<file path="config.mk">
export PLATFORM = sky130hd
export DESIGN_NAME = analog_comparator_control
export DESIGN_NICKNAME = d
export VERILOG_FILES = /design/src/hdl/cmp_pkg.sv /design/src/hdl/analog_comparator_control.sv
export VERILOG_INCLUDE_DIRS = /design/src /design/src/hdl
export SDC_FILE = /design/constraint.sdc
export NUM_CORES = 1
export LEC_CHECK = 0
export ABC_CLOCK_PERIOD_IN_PS = 4100
export BUFFER_PORTS_ARGS = -buffer_cell sky130_fd_sc_hd__buf_4
export CORE_MARGIN = 2
export CORE_UTILIZATION = 54
export DETAILED_ROUTE_END_ITERATION = 10
export PLACE_DENSITY = 0.95
export SLEW_MARGIN = 40
export SYNTH_ARGS = -nofsm -noshare
export SYNTH_HDL_FRONTEND = slang
export SYNTH_SLANG_ARGS = --single-unit
</file>
<file path="constraint.sdc">
create_clock -name clk -period 4.1 [get_ports clk]
set_input_delay 1.23 -clock clk [delete_from_list [all_inputs] [get_ports clk]]
set_output_delay 1.23 -clock clk [all_outputs]
set_load 0.02 [all_outputs]
</file>
<file path="src/hdl/cmp_cfg.svh">
// Register map, field positions, widths and reset values of the comparator control block
`ifndef CMP_CFG_SVH
`define CMP_CFG_SVH

`define CMP_ADDR_W        4
`define CMP_DATA_W        32
`define CMP_REG_N         10
`define CMP_REG_MAIN      4'h0
`define CMP_REG_EDGE      4'h1
`define CMP_REG_NSEL      4'h2
`define CMP_REG_PSEL      4'h3
`define CMP_REG_SHARED    4'h4
`define CMP_REG_ROUTE     4'h5
`define CMP_REG_DIR       4'h6
`define CMP_REG_IRQ_STAT  4'h7
`define CMP_REG_IRQ_CLR   4'h8
`define CMP_REG_IRQ_EN    4'h9

`define CMP_MAIN_EN_BIT   7
`define CMP_MAIN_OUT_BIT  6
`define CMP_MAIN_POL_BIT  4
`define CMP_EDGE_RISE_BIT 1
`define CMP_EDGE_FALL_BIT 0
`define CMP_ROUTE_EN_BIT  7
`define CMP_IRQ_BIT       0
`define CMP_SHARED_BIT    0

`define CMP_SEL_W         3
`define CMP_PIN_N         8
`define CMP_PIN_IDX_W     3
`define CMP_DIR_RESET     8'hff
`define CMP_TCY_W         2
`define CMP_TCY_LAST      2'h3
`define CMP_TCY_STEP      2'h1

`endif

</file>
<file path="src/hdl/cmp_pkg.sv">
// Types shared by the comparator control block
`include "cmp_cfg.svh"

package cmp_pkg;

    typedef enum logic [1:0] {
        BUS_IDLE = 2'b01,
        BUS_ACK  = 2'b10
    } bus_state_t;

    typedef struct packed {
        bus_state_t                  bus;
        logic                        waitrequest;
        logic [`CMP_DATA_W-1:0]      readdata;
        logic                        enable;
        logic                        invert;
        logic                        rise_en;
        logic                        fall_en;
        logic [`CMP_SEL_W-1:0]       neg_sel;
        logic [`CMP_SEL_W-1:0]       pos_sel;
        logic                        route_en;
        logic [`CMP_PIN_IDX_W-1:0]   route_pin;
        logic [`CMP_PIN_N-1:0]       pin_dir;
        logic                        raw_meta;
        logic                        raw_sync;
        logic [`CMP_TCY_W-1:0]       tcy_cnt;
        logic                        result;
        logic                        irq_flag;
        logic                        irq_en;
        logic                        irq;
        logic                        power_on;
        logic [`CMP_PIN_N-1:0]       pin_out;
        logic [`CMP_PIN_N-1:0]       pin_oe;
    } cmp_state_t;

endpackage

</file>
<file path="src/hdl/analog_comparator_control.sv">
// Control, status, edge interrupt and pin routing for one analog comparator channel
//
// The register offsets and the Avalon-MM slave port were chosen for this implementation.
`timescale 1ns/1ns
`include "cmp_cfg.svh"

// How it works
// - The comparator is only run, and its result only tracked, while the enable bit is set.
// - Clearing the enable bit powers the comparator core down and holds the result low.
// - The result is readable both in the main control register and in the shared result register.
// - The result drives the routed pin only while that pin's direction bit is clear.
// - The internal result is latched once per instruction cycle; the pin copy is not.
// - The invert bit flips the result, the same as swapping the two inputs.
// - Uninverted, the result is 1 when the negative input is below the positive input, else 0.
// - With the rising enable set, each low-to-high result change while the enable bit stays set sets the interrupt flag.
// - With the falling enable set, each high-to-low result change while the enable bit stays set sets the interrupt flag; the drop on disable does not.
// - Bits 7 to 2 of the edge control register read as zero.
// - Positive and negative input channels come from two separate selection registers.
module analog_comparator_control
    import cmp_pkg::*;
(
    input  wire logic                       clk,              // 250 MHz system clock
    input  wire logic                       reset_n,          // Asynchronous reset, active low
    input  wire logic [`CMP_ADDR_W-1:0]     address,          // Avalon word address
    input  wire logic                       read,             // Avalon read request
    input  wire logic                       write,            // Avalon write request
    input  wire logic [`CMP_DATA_W-1:0]     writedata,        // Avalon write data
    input  wire logic [3:0]                 byteenable,       // Avalon byte enables
    output logic      [`CMP_DATA_W-1:0]     readdata,         // Avalon read data
    output logic                            waitrequest,      // Avalon wait request
    input  wire logic                       cmp_raw,          // Core output, 1 when negative below positive
    output logic                            cmp_power_on,     // Core power, low for lowest consumption
    output logic      [`CMP_SEL_W-1:0]      neg_input_select, // Negative input channel
    output logic      [`CMP_SEL_W-1:0]      pos_input_select, // Positive input channel
    output logic      [`CMP_PIN_N-1:0]      pin_out,          // Pin output levels
    output logic      [`CMP_PIN_N-1:0]      pin_oe,           // Pin output enables
    output logic                            irq               // Level interrupt
);

    cmp_state_t s;
    cmp_state_t n;

    // One-hot register decode, shared by reads and writes
    function automatic logic [`CMP_REG_N-1:0] reg_sel(input logic [`CMP_ADDR_W-1:0] a);
        logic [`CMP_REG_N-1:0] v;
        v = '0;
        case (a)
            `CMP_REG_MAIN:     v[0] = 1'b1;
            `CMP_REG_EDGE:     v[1] = 1'b1;
            `CMP_REG_NSEL:     v[2] = 1'b1;
            `CMP_REG_PSEL:     v[3] = 1'b1;
            `CMP_REG_SHARED:   v[4] = 1'b1;
            `CMP_REG_ROUTE:    v[5] = 1'b1;
            `CMP_REG_DIR:      v[6] = 1'b1;
            `CMP_REG_IRQ_STAT: v[7] = 1'b1;
            `CMP_REG_IRQ_CLR:  v[8] = 1'b1;
            `CMP_REG_IRQ_EN:   v[9] = 1'b1;
            default:           v = '0;
        endcase
        return v;
    endfunction

    // Read mux; unmapped and write-only words read as zero
    function automatic logic [`CMP_DATA_W-1:0] read_word(input logic [`CMP_REG_N-1:0] sel,
                                                         input cmp_state_t st);
        logic [`CMP_DATA_W-1:0] w;
        w = '0;
        if (sel[0]) begin
            w[`CMP_MAIN_EN_BIT]  = st.enable;
            w[`CMP_MAIN_OUT_BIT] = st.result;
            w[`CMP_MAIN_POL_BIT] = st.invert;
        end
        if (sel[1]) begin
            w[`CMP_EDGE_RISE_BIT] = st.rise_en;
            w[`CMP_EDGE_FALL_BIT] = st.fall_en;
        end
        if (sel[2]) begin
            w[`CMP_SEL_W-1:0] = st.neg_sel;
        end
        if (sel[3]) begin
            w[`CMP_SEL_W-1:0] = st.pos_sel;
        end
        if (sel[4]) begin
            w[`CMP_SHARED_BIT] = st.result;
        end
        if (sel[5]) begin
            w[`CMP_ROUTE_EN_BIT]    = st.route_en;
            w[`CMP_PIN_IDX_W-1:0]   = st.route_pin;
        end
        if (sel[6]) begin
            w[`CMP_PIN_N-1:0] = st.pin_dir;
        end
        if (sel[7]) begin
            w[`CMP_IRQ_BIT] = st.irq_flag;
        end
        if (sel[9]) begin
            w[`CMP_IRQ_BIT] = st.irq_en;
        end
        return w;
    endfunction

    logic [`CMP_REG_N-1:0] sel;
    logic                  wr;
    logic                  irq_clr;
    logic                  tick;
    logic                  sample;
    logic                  live;
    logic                  rise;
    logic                  fall;

    always_comb begin
        n       = s;
        sel     = reg_sel(address);
        wr      = write && (s.bus == BUS_ACK) && byteenable[0];
        irq_clr = wr && sel[8] && writedata[`CMP_IRQ_BIT];

        // Two-stage synchroniser for the asynchronous core output
        n.raw_meta = cmp_raw;
        n.raw_sync = s.raw_meta;

        // Bus handshake: accept, then one cycle with waitrequest low
        case (s.bus)
            BUS_IDLE: begin
                if (read || write) begin
                    n.bus         = BUS_ACK;
                    n.waitrequest = 1'b0;
                    n.readdata    = read ? read_word(sel, s) : '0;
                end
            end
            BUS_ACK: begin
                n.bus         = BUS_IDLE;
                n.waitrequest = 1'b1;
            end
            default: begin
                n.bus         = BUS_IDLE;
                n.waitrequest = 1'b1;
            end
        endcase

        // Register writes land at the edge that completes the transfer
        if (wr && sel[0]) begin
            n.enable = writedata[`CMP_MAIN_EN_BIT];
            n.invert = writedata[`CMP_MAIN_POL_BIT];
        end
        if (wr && sel[1]) begin
            n.rise_en = writedata[`CMP_EDGE_RISE_BIT];
            n.fall_en = writedata[`CMP_EDGE_FALL_BIT];
        end
        if (wr && sel[2]) begin
            n.neg_sel = writedata[`CMP_SEL_W-1:0];
        end
        if (wr && sel[3]) begin
            n.pos_sel = writedata[`CMP_SEL_W-1:0];
        end
        if (wr && sel[5]) begin
            n.route_en  = writedata[`CMP_ROUTE_EN_BIT];
            n.route_pin = writedata[`CMP_PIN_IDX_W-1:0];
        end
        if (wr && sel[6]) begin
            n.pin_dir = writedata[`CMP_PIN_N-1:0];
        end
        if (wr && sel[9]) begin
            n.irq_en = writedata[`CMP_IRQ_BIT];
        end

        // Instruction cycle timebase
        n.tcy_cnt = s.tcy_cnt + `CMP_TCY_STEP;
        tick      = (s.tcy_cnt == `CMP_TCY_LAST);

        // core reports 1 when negative below positive
        sample = s.raw_sync ^ s.invert;

        n.power_on = n.enable;

        if (!n.enable) begin
            n.result = 1'b0;
        end else if (tick) begin
            n.result = sample;
        end

        rise = tick && s.enable && n.enable && !s.result && sample;
        fall = tick && s.enable && n.enable && s.result && !sample;

        n.irq_flag = (s.irq_flag && !irq_clr) || (rise && s.rise_en) || (fall && s.fall_en);
        n.irq      = n.irq_flag && n.irq_en;

        live = s.enable && sample;
        for (int i = 0; i < `CMP_PIN_N; i++) begin
            n.pin_oe[i]  = n.route_en && (n.route_pin == `CMP_PIN_IDX_W'(i)) && !n.pin_dir[i];
            n.pin_out[i] = n.pin_oe[i] && live;
        end
    end

    always_ff @(posedge clk or negedge reset_n) begin
        if (!reset_n) begin
            s             <= '0;
            s.bus         <= BUS_IDLE;
            s.waitrequest <= 1'b1;
            s.pin_dir     <= `CMP_DIR_RESET;
        end else begin
            s <= n;
        end
    end

    assign readdata         = s.readdata;
    assign waitrequest      = s.waitrequest;
    assign cmp_power_on     = s.power_on;
    assign neg_input_select = s.neg_sel;
    assign pos_input_select = s.pos_sel;
    assign pin_out          = s.pin_out;
    assign pin_oe           = s.pin_oe;
    assign irq              = s.irq;
endmodule

</file>
==> impl_metrics.xml, run 1 <==
<?xml version="1.0" encoding="UTF-8"?>
<metrics>
  <group name="die">
    <metric name="placementRows" unit="">26</metric>
    <metric name="fp.dieArea" unit="um^2">5980</metric>
    <metric name="io-pin-count" unit="">102</metric>
    <metric name="die-width" unit="um">77.3</metric>
    <metric name="floorplan.initialDensity" unit="">0.565</metric>
    <metric name="die_height" unit="um">77.3</metric>
    <metric name="coreArea" unit="um^2">5140</metric>
  </group>
  <group name="routing">
    <metric name="drt_first_iter_violations" unit="">99</metric>
    <metric name="firstDrtPassIters" unit="">4</metric>
    <metric name="drt_drc_violations_left" unit="">0</metric>
    <metric name="route.final.wire_length" unit="um">5290</metric>
    <metric name="antenna_left" unit="">0</metric>
    <metric name="vias" unit="">1850</metric>
    <metric name="drt-wirelength-per-cell" unit="um">15.4</metric>
    <metric name="routed_via_density" unit="">5.39</metric>
  </group>
  <group name="global_route">
    <metric name="use_met3" unit="">0.0506</metric>
    <metric name="met1_usage" unit="">0.237</metric>
    <metric name="grt_max_degree" unit="">57</metric>
    <metric name="track_usage" unit="">0.188</metric>
    <metric name="global_route_wire_length_before_repair" unit="um">8740</metric>
    <metric name="grt_antenna_before_repair" unit="">0</metric>
    <metric name="first_global_vias" unit="">1813</metric>
    <metric name="overflow" unit="">0</metric>
    <metric name="gr-usage-met2" unit="">0.306</metric>
    <metric name="gr-max-usage-layer" unit="">met2</metric>
  </group>
  <group name="clocking">
    <metric name="worst_setup_hold_path_clk_slew" unit="ns">0.10</metric>
    <metric name="clk-insertion-delay-late" unit="ns">0.32</metric>
    <metric name="ctsHtreeMaxLevel" unit="">2</metric>
    <metric name="cts.hold.buffers_added" unit="">0</metric>
    <metric name="ctsResizeCount" unit="">0</metric>
    <metric name="tritoncts" unit="">done</metric>
    <metric name="tritoncts.num_buffers" unit="">5</metric>
    <metric name="clock_root_buffer" unit="">clkbuf_8</metric>
    <metric name="cts_max_path_buffers" unit="">2</metric>
    <metric name="cts.sinks" unit="">56</metric>
    <metric name="post_cts.repair.setup_buffers" unit="">0</metric>
  </group>
  <group name="outcome">
    <metric name="outcome" unit="">completed</metric>
  </group>
  <group name="placed_design">
    <metric name="place.gp.congestion" unit="">0.801</metric>
    <metric name="numPlacedInstances" unit="">335</metric>
    <metric name="detailed_place_hpwl" unit="um">3830</metric>
    <metric name="number_of_buffers_inserted_by_port_buffering" unit="">50</metric>
  </group>
  <group name="timing">
    <metric name="finalSetupTns" unit="ns">0</metric>
    <metric name="final_hold_viol_count" unit="">0</metric>
    <metric name="max_freq" unit="GHz">0.402</metric>
    <metric name="fin_skew" unit="ns">0.00957</metric>
    <metric name="minimum_clock_period_after_layout" unit="ns">2.49</metric>
    <metric name="relative_slew_slack" unit="">0.540</metric>
    <metric name="timing.final.crit_share" unit="">0.607</metric>
    <metric name="timing.hold.ws" unit="ns">0.359</metric>
    <metric name="maxSlewViolCount" unit="">0</metric>
    <metric name="finalSetupViolCount" unit="">0</metric>
    <metric name="least_margin_pin_slew" unit="ns">0.690</metric>
    <metric name="rsz_0062_raised_after_global_routing" unit="">false</metric>
  </group>
  <group name="min_path">
    <metric name="worst_hold_path_type" unit="">register to register</metric>
  </group>
  <group name="synthesis">
    <metric name="syn-cell-area" unit="um^2">2900</metric>
    <metric name="synthMostInstantiatedCell" unit="">buf_4</metric>
    <metric name="postSynthRegisterBits" unit="">56</metric>
    <metric name="number_of_flops_mapped_to_enable_cells_by_yosys" unit="">0</metric>
    <metric name="synth.area.top_cells" unit="">dfrtp_1 (41%), buf_4 (14%), dfstp_2 (8.2%)</metric>
    <metric name="synth.yosys.seq_area_share" unit="">0.487</metric>
    <metric name="yosys_warnings" unit="">0</metric>
    <metric name="unique_masters_post_synth" unit="">50</metric>
    <metric name="synth_top_cell_by_area" unit="">dfrtp_1</metric>
    <metric name="synth-async-reset-ratio" unit="">1.00</metric>
    <metric name="postSynthCellCount" unit="">253</metric>
    <metric name="ys_top_cells_by_count" unit="">buf_4 (54), dfrtp_1 (47), mux2_2 (21), nand2_1 (13)</metric>
    <metric name="synth-main-ff-cell" unit="">dfrtp_1</metric>
    <metric name="synthesis.area_per_instance" unit="um^2">11.5</metric>
    <metric name="synth_top_cell_area_share" unit="">0.405</metric>
  </group>
  <group name="worst_setup_path">
    <metric name="cp-start-kind" unit="">input pin</metric>
    <metric name="slack_of_the_worst_reg_to_reg_path" unit="ns">2.05</metric>
    <metric name="reg2reg_depth" unit="">5</metric>
    <metric name="cp-endpoint" unit="">pin_out[6]</metric>
    <metric name="worst_r2r_endpoint" unit="">pin_out[6]</metric>
    <metric name="critical_path.max_fanout" unit="">9</metric>
    <metric name="crit_required" unit="ns">4.32</metric>
    <metric name="worst-endpoint-arrival" unit="ns">2.71</metric>
    <metric name="worst_setup_path_startpoint" unit="">write</metric>
    <metric name="reg2reg_from" unit="">s[80]</metric>
    <metric name="worstSetupPathType" unit="">input pin to register</metric>
    <metric name="setup.worst_path.end_class" unit="">register</metric>
  </group>
  <group name="layout">
    <metric name="finished_layout_cells" unit="">343</metric>
    <metric name="filler_cell_count" unit="">411</metric>
    <metric name="sequential_cell_area" unit="um^2">1410</metric>
    <metric name="final_nets" unit="">318</metric>
    <metric name="antenna_cells" unit="">0</metric>
    <metric name="multi_input_comb_area" unit="um^2">1100</metric>
    <metric name="proportion_of_layout_cells_with_a_drive_suffix_above_1" unit="">0.370</metric>
    <metric name="synthToLayoutAreaGrowth" unit="%">7.03</metric>
  </group>
  <group name="flow_run">
    <metric name="max_cap_viol_count" unit="">0</metric>
  </group>
  <group name="power">
    <metric name="power_density" unit="nW/um^2">384</metric>
    <metric name="ir_worst_vdd" unit="mV">0.185</metric>
    <metric name="p_leak" unit="nW">1.56</metric>
  </group>
</metrics>
## where the power goes
part,internal (mW),switching (mW)
logic,0.0894,0.141
registers,0.607,0.0389
clock network,0.126,0.189
## sequential cells by signal, summed over array words and instances, names as in the netlist
name and flops:
n 1, s 23, neg_input_select 3, pos_input_select 3
pin_oe 8, cmp_power_on 1, pin_out 8, irq 1
readdata 8
## worst min-delay path by stage
stage | start | to | slack (ns) | cells after the start
floorplan | n[23] | s[23] | 0.33 | 0
global placement | n[23] | s[23] | 0.34 | 0
detailed placement | n[23] | s[23] | 0.34 | 0
CTS | n[23] | s[23] | 0.36 | 0
global route | n[23] | s[23] | 0.36 | 0
finish | n[23] | s[23] | 0.36 | 0
## routing by layer
layer  vias up  part of all wire
met5         -                 0
met4         0             0.023
met3        14             0.064
met2        80              0.49
met1       910              0.42
li1        846                 -
## layout by cell type, fill, tap and decap left out, types with 5 or more instances in the layout
cell,synthesis,final
nand2_1,13,13
a22o_1,5,5
inv_1,7,7
mux2_2,21,21
conb_1,1,24
dfrtp_1,47,47
nor2_1,7,7
dfstp_2,9,9
o21ai_0,5,5
nor4_2,5,5
clkbuf_8,0,5
buf_4,54,50
nor3_1,9,9
## critical path, cell delays in order
cell	delay, ns
buf_4	0.08
and4b_1	0.41
nand2_4	0.17
mux2i_4	0.38
inv_4	0.12
nor4_2	0.30
## layout make-up
type,instances,share of cell area
timing repair buffer,50,0.121
sequential,56,0.455
clock buffer,5,0.0222
inverter,8,0.0105
tap,70,0.0282
multi-input combinational,151,0.355
clock inverter,3,0.00886
## metrics by stage
stage / total power, mW / setup slack [ns] / instance area, um^2 / utilization
floorplan: 0.833 / 1.58 / 2990 / -
global placement: 0.878 / 1.33 / 3010 / 0.585
detailed placement: 0.886 / 1.31 / 3010 / 0.585
CTS: 1.20 / 1.64 / 3110 / 0.604
global route: 1.25 / 1.51 / 3110 / 0.604
finish: 1.19 / 1.61 / 3110 / 0.604
## cell families after synthesis
| kind of cell | after synthesis | share of synthesized area |
|---|---|---|
| AO/OA/AOI/OAI | 26 | 0.0630 |
| XOR/XNOR | 1 | 0.00302 |
| adder cells (fa/ha/maj) | 1 | 0.00431 |
| buffers and inverters | 69 | 0.163 |
| flip-flops | 56 | 0.487 |
| multiplexers | 30 | 0.122 |
| other | 1 | 0.00129 |
| AND/OR/NAND/NOR | 69 | 0.156 |
No activity file was read; power rests on OpenSTA's default activity.
==> run 2, diff against run 1 <==
Settings changed: ABC_AREA from default to 1, ABC_CLOCK_PERIOD_IN_PS 4100 to 2310, CORE_UTILIZATION 54 to 50, PLACE_DENSITY 0.95 to 0.9.
Clock period 4.1 ns to 2.31 ns, I/O delays scaled along.
==> run 2 against run 1 <==
Largest power group unchanged. Sequential cell count unchanged. Largest cell class unchanged. Critical path depth increased by 4. Area after synthesis shrank 1.7%.
==> impl_metrics.xml, run 2 <==
<?xml version="1.0" encoding="UTF-8"?>
<metrics>
  <group name="outcome">
    <metric name="outcome" unit="">completed</metric>
  </group>
  <group name="routing">
    <metric name="drt_drc_violations_left" unit="">0</metric>
    <metric name="routed_via_density" unit="">4.92</metric>
    <metric name="firstDrtPassIters" unit="">4</metric>
    <metric name="drt-wirelength-per-cell" unit="um">13.1</metric>
    <metric name="route.final.wire_length" unit="um">5580</metric>
    <metric name="vias" unit="">2089</metric>
    <metric name="drt_first_iter_violations" unit="">118</metric>
    <metric name="antenna_left" unit="">0</metric>
  </group>
  <group name="timing">
    <metric name="relative_slew_slack" unit="">0.548</metric>
    <metric name="final_critical_path_setup_slack" unit="ns">0.335</metric>
    <metric name="max_freq" unit="GHz">0.506</metric>
    <metric name="finalSetupViolCount" unit="">0</metric>
    <metric name="finalSetupTns" unit="ns">0</metric>
    <metric name="timing.final.crit_share" unit="">0.855</metric>
    <metric name="rsz_0062_raised_after_global_routing" unit="">false</metric>
    <metric name="maxSlewViolCount" unit="">0</metric>
    <metric name="least_margin_pin_slew" unit="ns">0.678</metric>
    <metric name="final_hold_viol_count" unit="">0</metric>
    <metric name="minimum_clock_period_after_layout" unit="ns">1.98</metric>
    <metric name="fin_skew" unit="ns">0.0113</metric>
  </group>
  <group name="layout">
    <metric name="antenna_cells" unit="">0</metric>
    <metric name="design_area" unit="um^2">3110</metric>
    <metric name="proportion_of_layout_cells_with_a_drive_suffix_above_1" unit="">0.244</metric>
    <metric name="multi_input_comb_area" unit="um^2">930</metric>
    <metric name="max_flop_register" unit="">s</metric>
    <metric name="sequential_cell_area" unit="um^2">1410</metric>
    <metric name="flip_flop_count_of_the_largest_register_after_layout" unit="">23</metric>
    <metric name="final_common_cell" unit="">nand2_1</metric>
    <metric name="synthToLayoutAreaGrowth" unit="%">8.90</metric>
    <metric name="final_cell_mix" unit="">nand2_1 (68), buf_4 (51), dfrtp_1 (47), inv_1 (45), conb_1 (24)</metric>
    <metric name="filler_cell_count" unit="">472</metric>
    <metric name="final_nets" unit="">398</metric>
  </group>
  <group name="clocking">
    <metric name="clock_root_buffer" unit="">clkbuf_8</metric>
    <metric name="ctsHtreeMaxLevel" unit="">2</metric>
    <metric name="clk-insertion-delay-late" unit="ns">0.32</metric>
    <metric name="cts.hold.buffers_added" unit="">0</metric>
    <metric name="tritoncts.num_buffers" unit="">5</metric>
    <metric name="ctsResizeCount" unit="">0</metric>
    <metric name="cts.sinks" unit="">56</metric>
    <metric name="post_cts.repair.setup_buffers" unit="">0</metric>
    <metric name="tritoncts" unit="">done</metric>
    <metric name="cts_max_path_buffers" unit="">2</metric>
    <metric name="worst_setup_hold_path_clk_slew" unit="ns">0.10</metric>
  </group>
  <group name="worst_setup_path">
    <metric name="worst_path_largest_cell_delay" unit="ns">0.36</metric>
    <metric name="crit_required" unit="ns">2.55</metric>
    <metric name="setup.worst_path.end_class" unit="">register</metric>
    <metric name="worst-endpoint-arrival" unit="ns">2.21</metric>
    <metric name="worstSetupPathType" unit="">input pin to register</metric>
    <metric name="critical_path.max_fanout" unit="">16</metric>
    <metric name="cp-start-kind" unit="">input pin</metric>
    <metric name="cp.depth" unit="">10</metric>
    <metric name="cp_top_family" unit="">simple AND/OR/NAND/NOR gates</metric>
    <metric name="path_buf_inv" unit="">4</metric>
    <metric name="worst_setup_path_startpoint" unit="">address[3]</metric>
    <metric name="cp_common_cell" unit="">nand2_2</metric>
    <metric name="slack_of_the_worst_reg_to_reg_path" unit="ns">0.57</metric>
    <metric name="cp-endpoint" unit="">pin_out[0]</metric>
    <metric name="worst_r2r_endpoint" unit="">pin_out[0]</metric>
    <metric name="reg2reg_from" unit="">s[81]</metric>
    <metric name="cp_slowest_cell" unit="">o21ai_0</metric>
    <metric name="worstPathCellList" unit="">buf_4 -&gt; inv_1 -&gt; nand2_2 -&gt; inv_1 -&gt; nand2_2 -&gt; inv_2 -&gt; nand2_2 -&gt; o21ai_0 -&gt; nand2_1 -&gt; nor3_1</metric>
    <metric name="reg2reg_depth" unit="">6</metric>
  </group>
  <group name="global_route">
    <metric name="grt_max_degree" unit="">57</metric>
    <metric name="track_usage" unit="">0.189</metric>
    <metric name="first_global_vias" unit="">2080</metric>
    <metric name="overflow" unit="">0</metric>
    <metric name="grt_antenna_before_repair" unit="">0</metric>
    <metric name="global_route_wire_length_before_repair" unit="um">9180</metric>
  </group>
  <group name="placed_design">
    <metric name="pre_cts_ws" unit="ns">0.107</metric>
    <metric name="detailed_place_hpwl" unit="um">4130</metric>
    <metric name="number_of_buffers_inserted_by_port_buffering" unit="">50</metric>
    <metric name="place.gp.congestion" unit="">0.905</metric>
    <metric name="postPlaceCellArea" unit="um^2">3000</metric>
  </group>
  <group name="die">
    <metric name="coreArea" unit="um^2">5510</metric>
    <metric name="placementRows" unit="">27</metric>
    <metric name="floorplan.initialDensity" unit="">0.518</metric>
    <metric name="io-pin-count" unit="">102</metric>
    <metric name="die-width" unit="um">79.5</metric>
    <metric name="die_height" unit="um">79.5</metric>
    <metric name="fp.dieArea" unit="um^2">6330</metric>
  </group>
  <group name="synthesis">
    <metric name="synthMostInstantiatedCell" unit="">nand2_1</metric>
    <metric name="number_of_flops_mapped_to_enable_cells_by_yosys" unit="">0</metric>
    <metric name="synth_top_cell_area_share" unit="">0.412</metric>
    <metric name="yosys_warnings" unit="">0</metric>
    <metric name="synth.yosys.seq_area_share" unit="">0.495</metric>
    <metric name="unique_masters_post_synth" unit="">30</metric>
    <metric name="synthesis.area_per_instance" unit="um^2">8.75</metric>
    <metric name="synth-main-ff-cell" unit="">dfrtp_1</metric>
    <metric name="synth_top_cell_by_area" unit="">dfrtp_1</metric>
    <metric name="synth-async-reset-ratio" unit="">1.00</metric>
    <metric name="postSynthCellCount" unit="">326</metric>
    <metric name="synth.area.top_cells" unit="">dfrtp_1 (41%), buf_4 (14%), nand2_1 (8.9%)</metric>
    <metric name="ys_top_cells_by_count" unit="">nand2_1 (68), buf_4 (54), dfrtp_1 (47), inv_1 (45), nand3_1 (19)</metric>
    <metric name="postSynthRegisterBits" unit="">56</metric>
    <metric name="syn-cell-area" unit="um^2">2850</metric>
  </group>
  <group name="min_path">
    <metric name="worst_hold_path_type" unit="">register to register</metric>
  </group>
  <group name="power">
    <metric name="ir_worst_vdd" unit="mV">0.283</metric>
    <metric name="post-layout-total-power" unit="mW">2.30</metric>
    <metric name="p_leak" unit="nW">1.65</metric>
    <metric name="power_density" unit="nW/um^2">742</metric>
  </group>
  <group name="flow_run">
    <metric name="max_cap_viol_count" unit="">0</metric>
  </group>
</metrics>
run 2: stage by stage:
stage | cells | util | hold WS (ns)
final | 425 | 0.564 | 0.355
after global routing | 425 | 0.564 | 0.364
after CTS | 425 | 0.564 | 0.358
after detailed placement | 417 | 0.544 | 0.336
after global placement | 417 | 0.544 | 0.333
after floorplan | 349 | - | 0.331
run 2: cell type report:
| type | count | area share |
|---|---|---|
| clock buffers | 5 | 0.0222 |
| inverters | 48 | 0.0580 |
| flip-flops and latches | 56 | 0.455 |
| clock inverters | 3 | 0.0137 |
| multi-input cells | 190 | 0.299 |
| repair buffers | 51 | 0.123 |
| well taps | 72 | 0.0290 |
run 2: worst min-delay path by stage:
| stage | start | endpoint | slack [ns] | depth (start not counted) |
|---|---|---|---|---|
| CTS | n[23] | s[23] | 0.36 | 0 |
| detailed placement | n[23] | s[23] | 0.34 | 0 |
| finish | n[23] | s[23] | 0.36 | 0 |
| global placement | n[23] | s[23] | 0.33 | 0 |
| global route | n[23] | s[23] | 0.36 | 0 |
| floorplan | n[23] | s[23] | 0.33 | 0 |
run 2: kinds of logic after synthesis:
logic type / synth area share
AOI/OAI and AO/OA: 0.0873
buffers and inverters: 0.209
adders and majority gates: 0.00439
DFF: 0.495
and+or+nand+nor: 0.203
other: 0.00131
run 2: power breakdown:
part	leakage [nW]	switching [mW]	internal (mW)
Combinational	0.868	0.343	0.163
Clock	0.0541	0.317	0.321
Sequential	0.727	0.0653	1.09
run 2: routing by layer:
metal  routed length [um]  part of all wire  vias up  GRT usage
met2                 2870              0.51       80      0.316
met3                  300             0.054       17     0.0385
li1                     -                 -     1002          -
met5                    0                 0        -          0
met1                 2260              0.41      990      0.233
met4                  146             0.026        0     0.0897
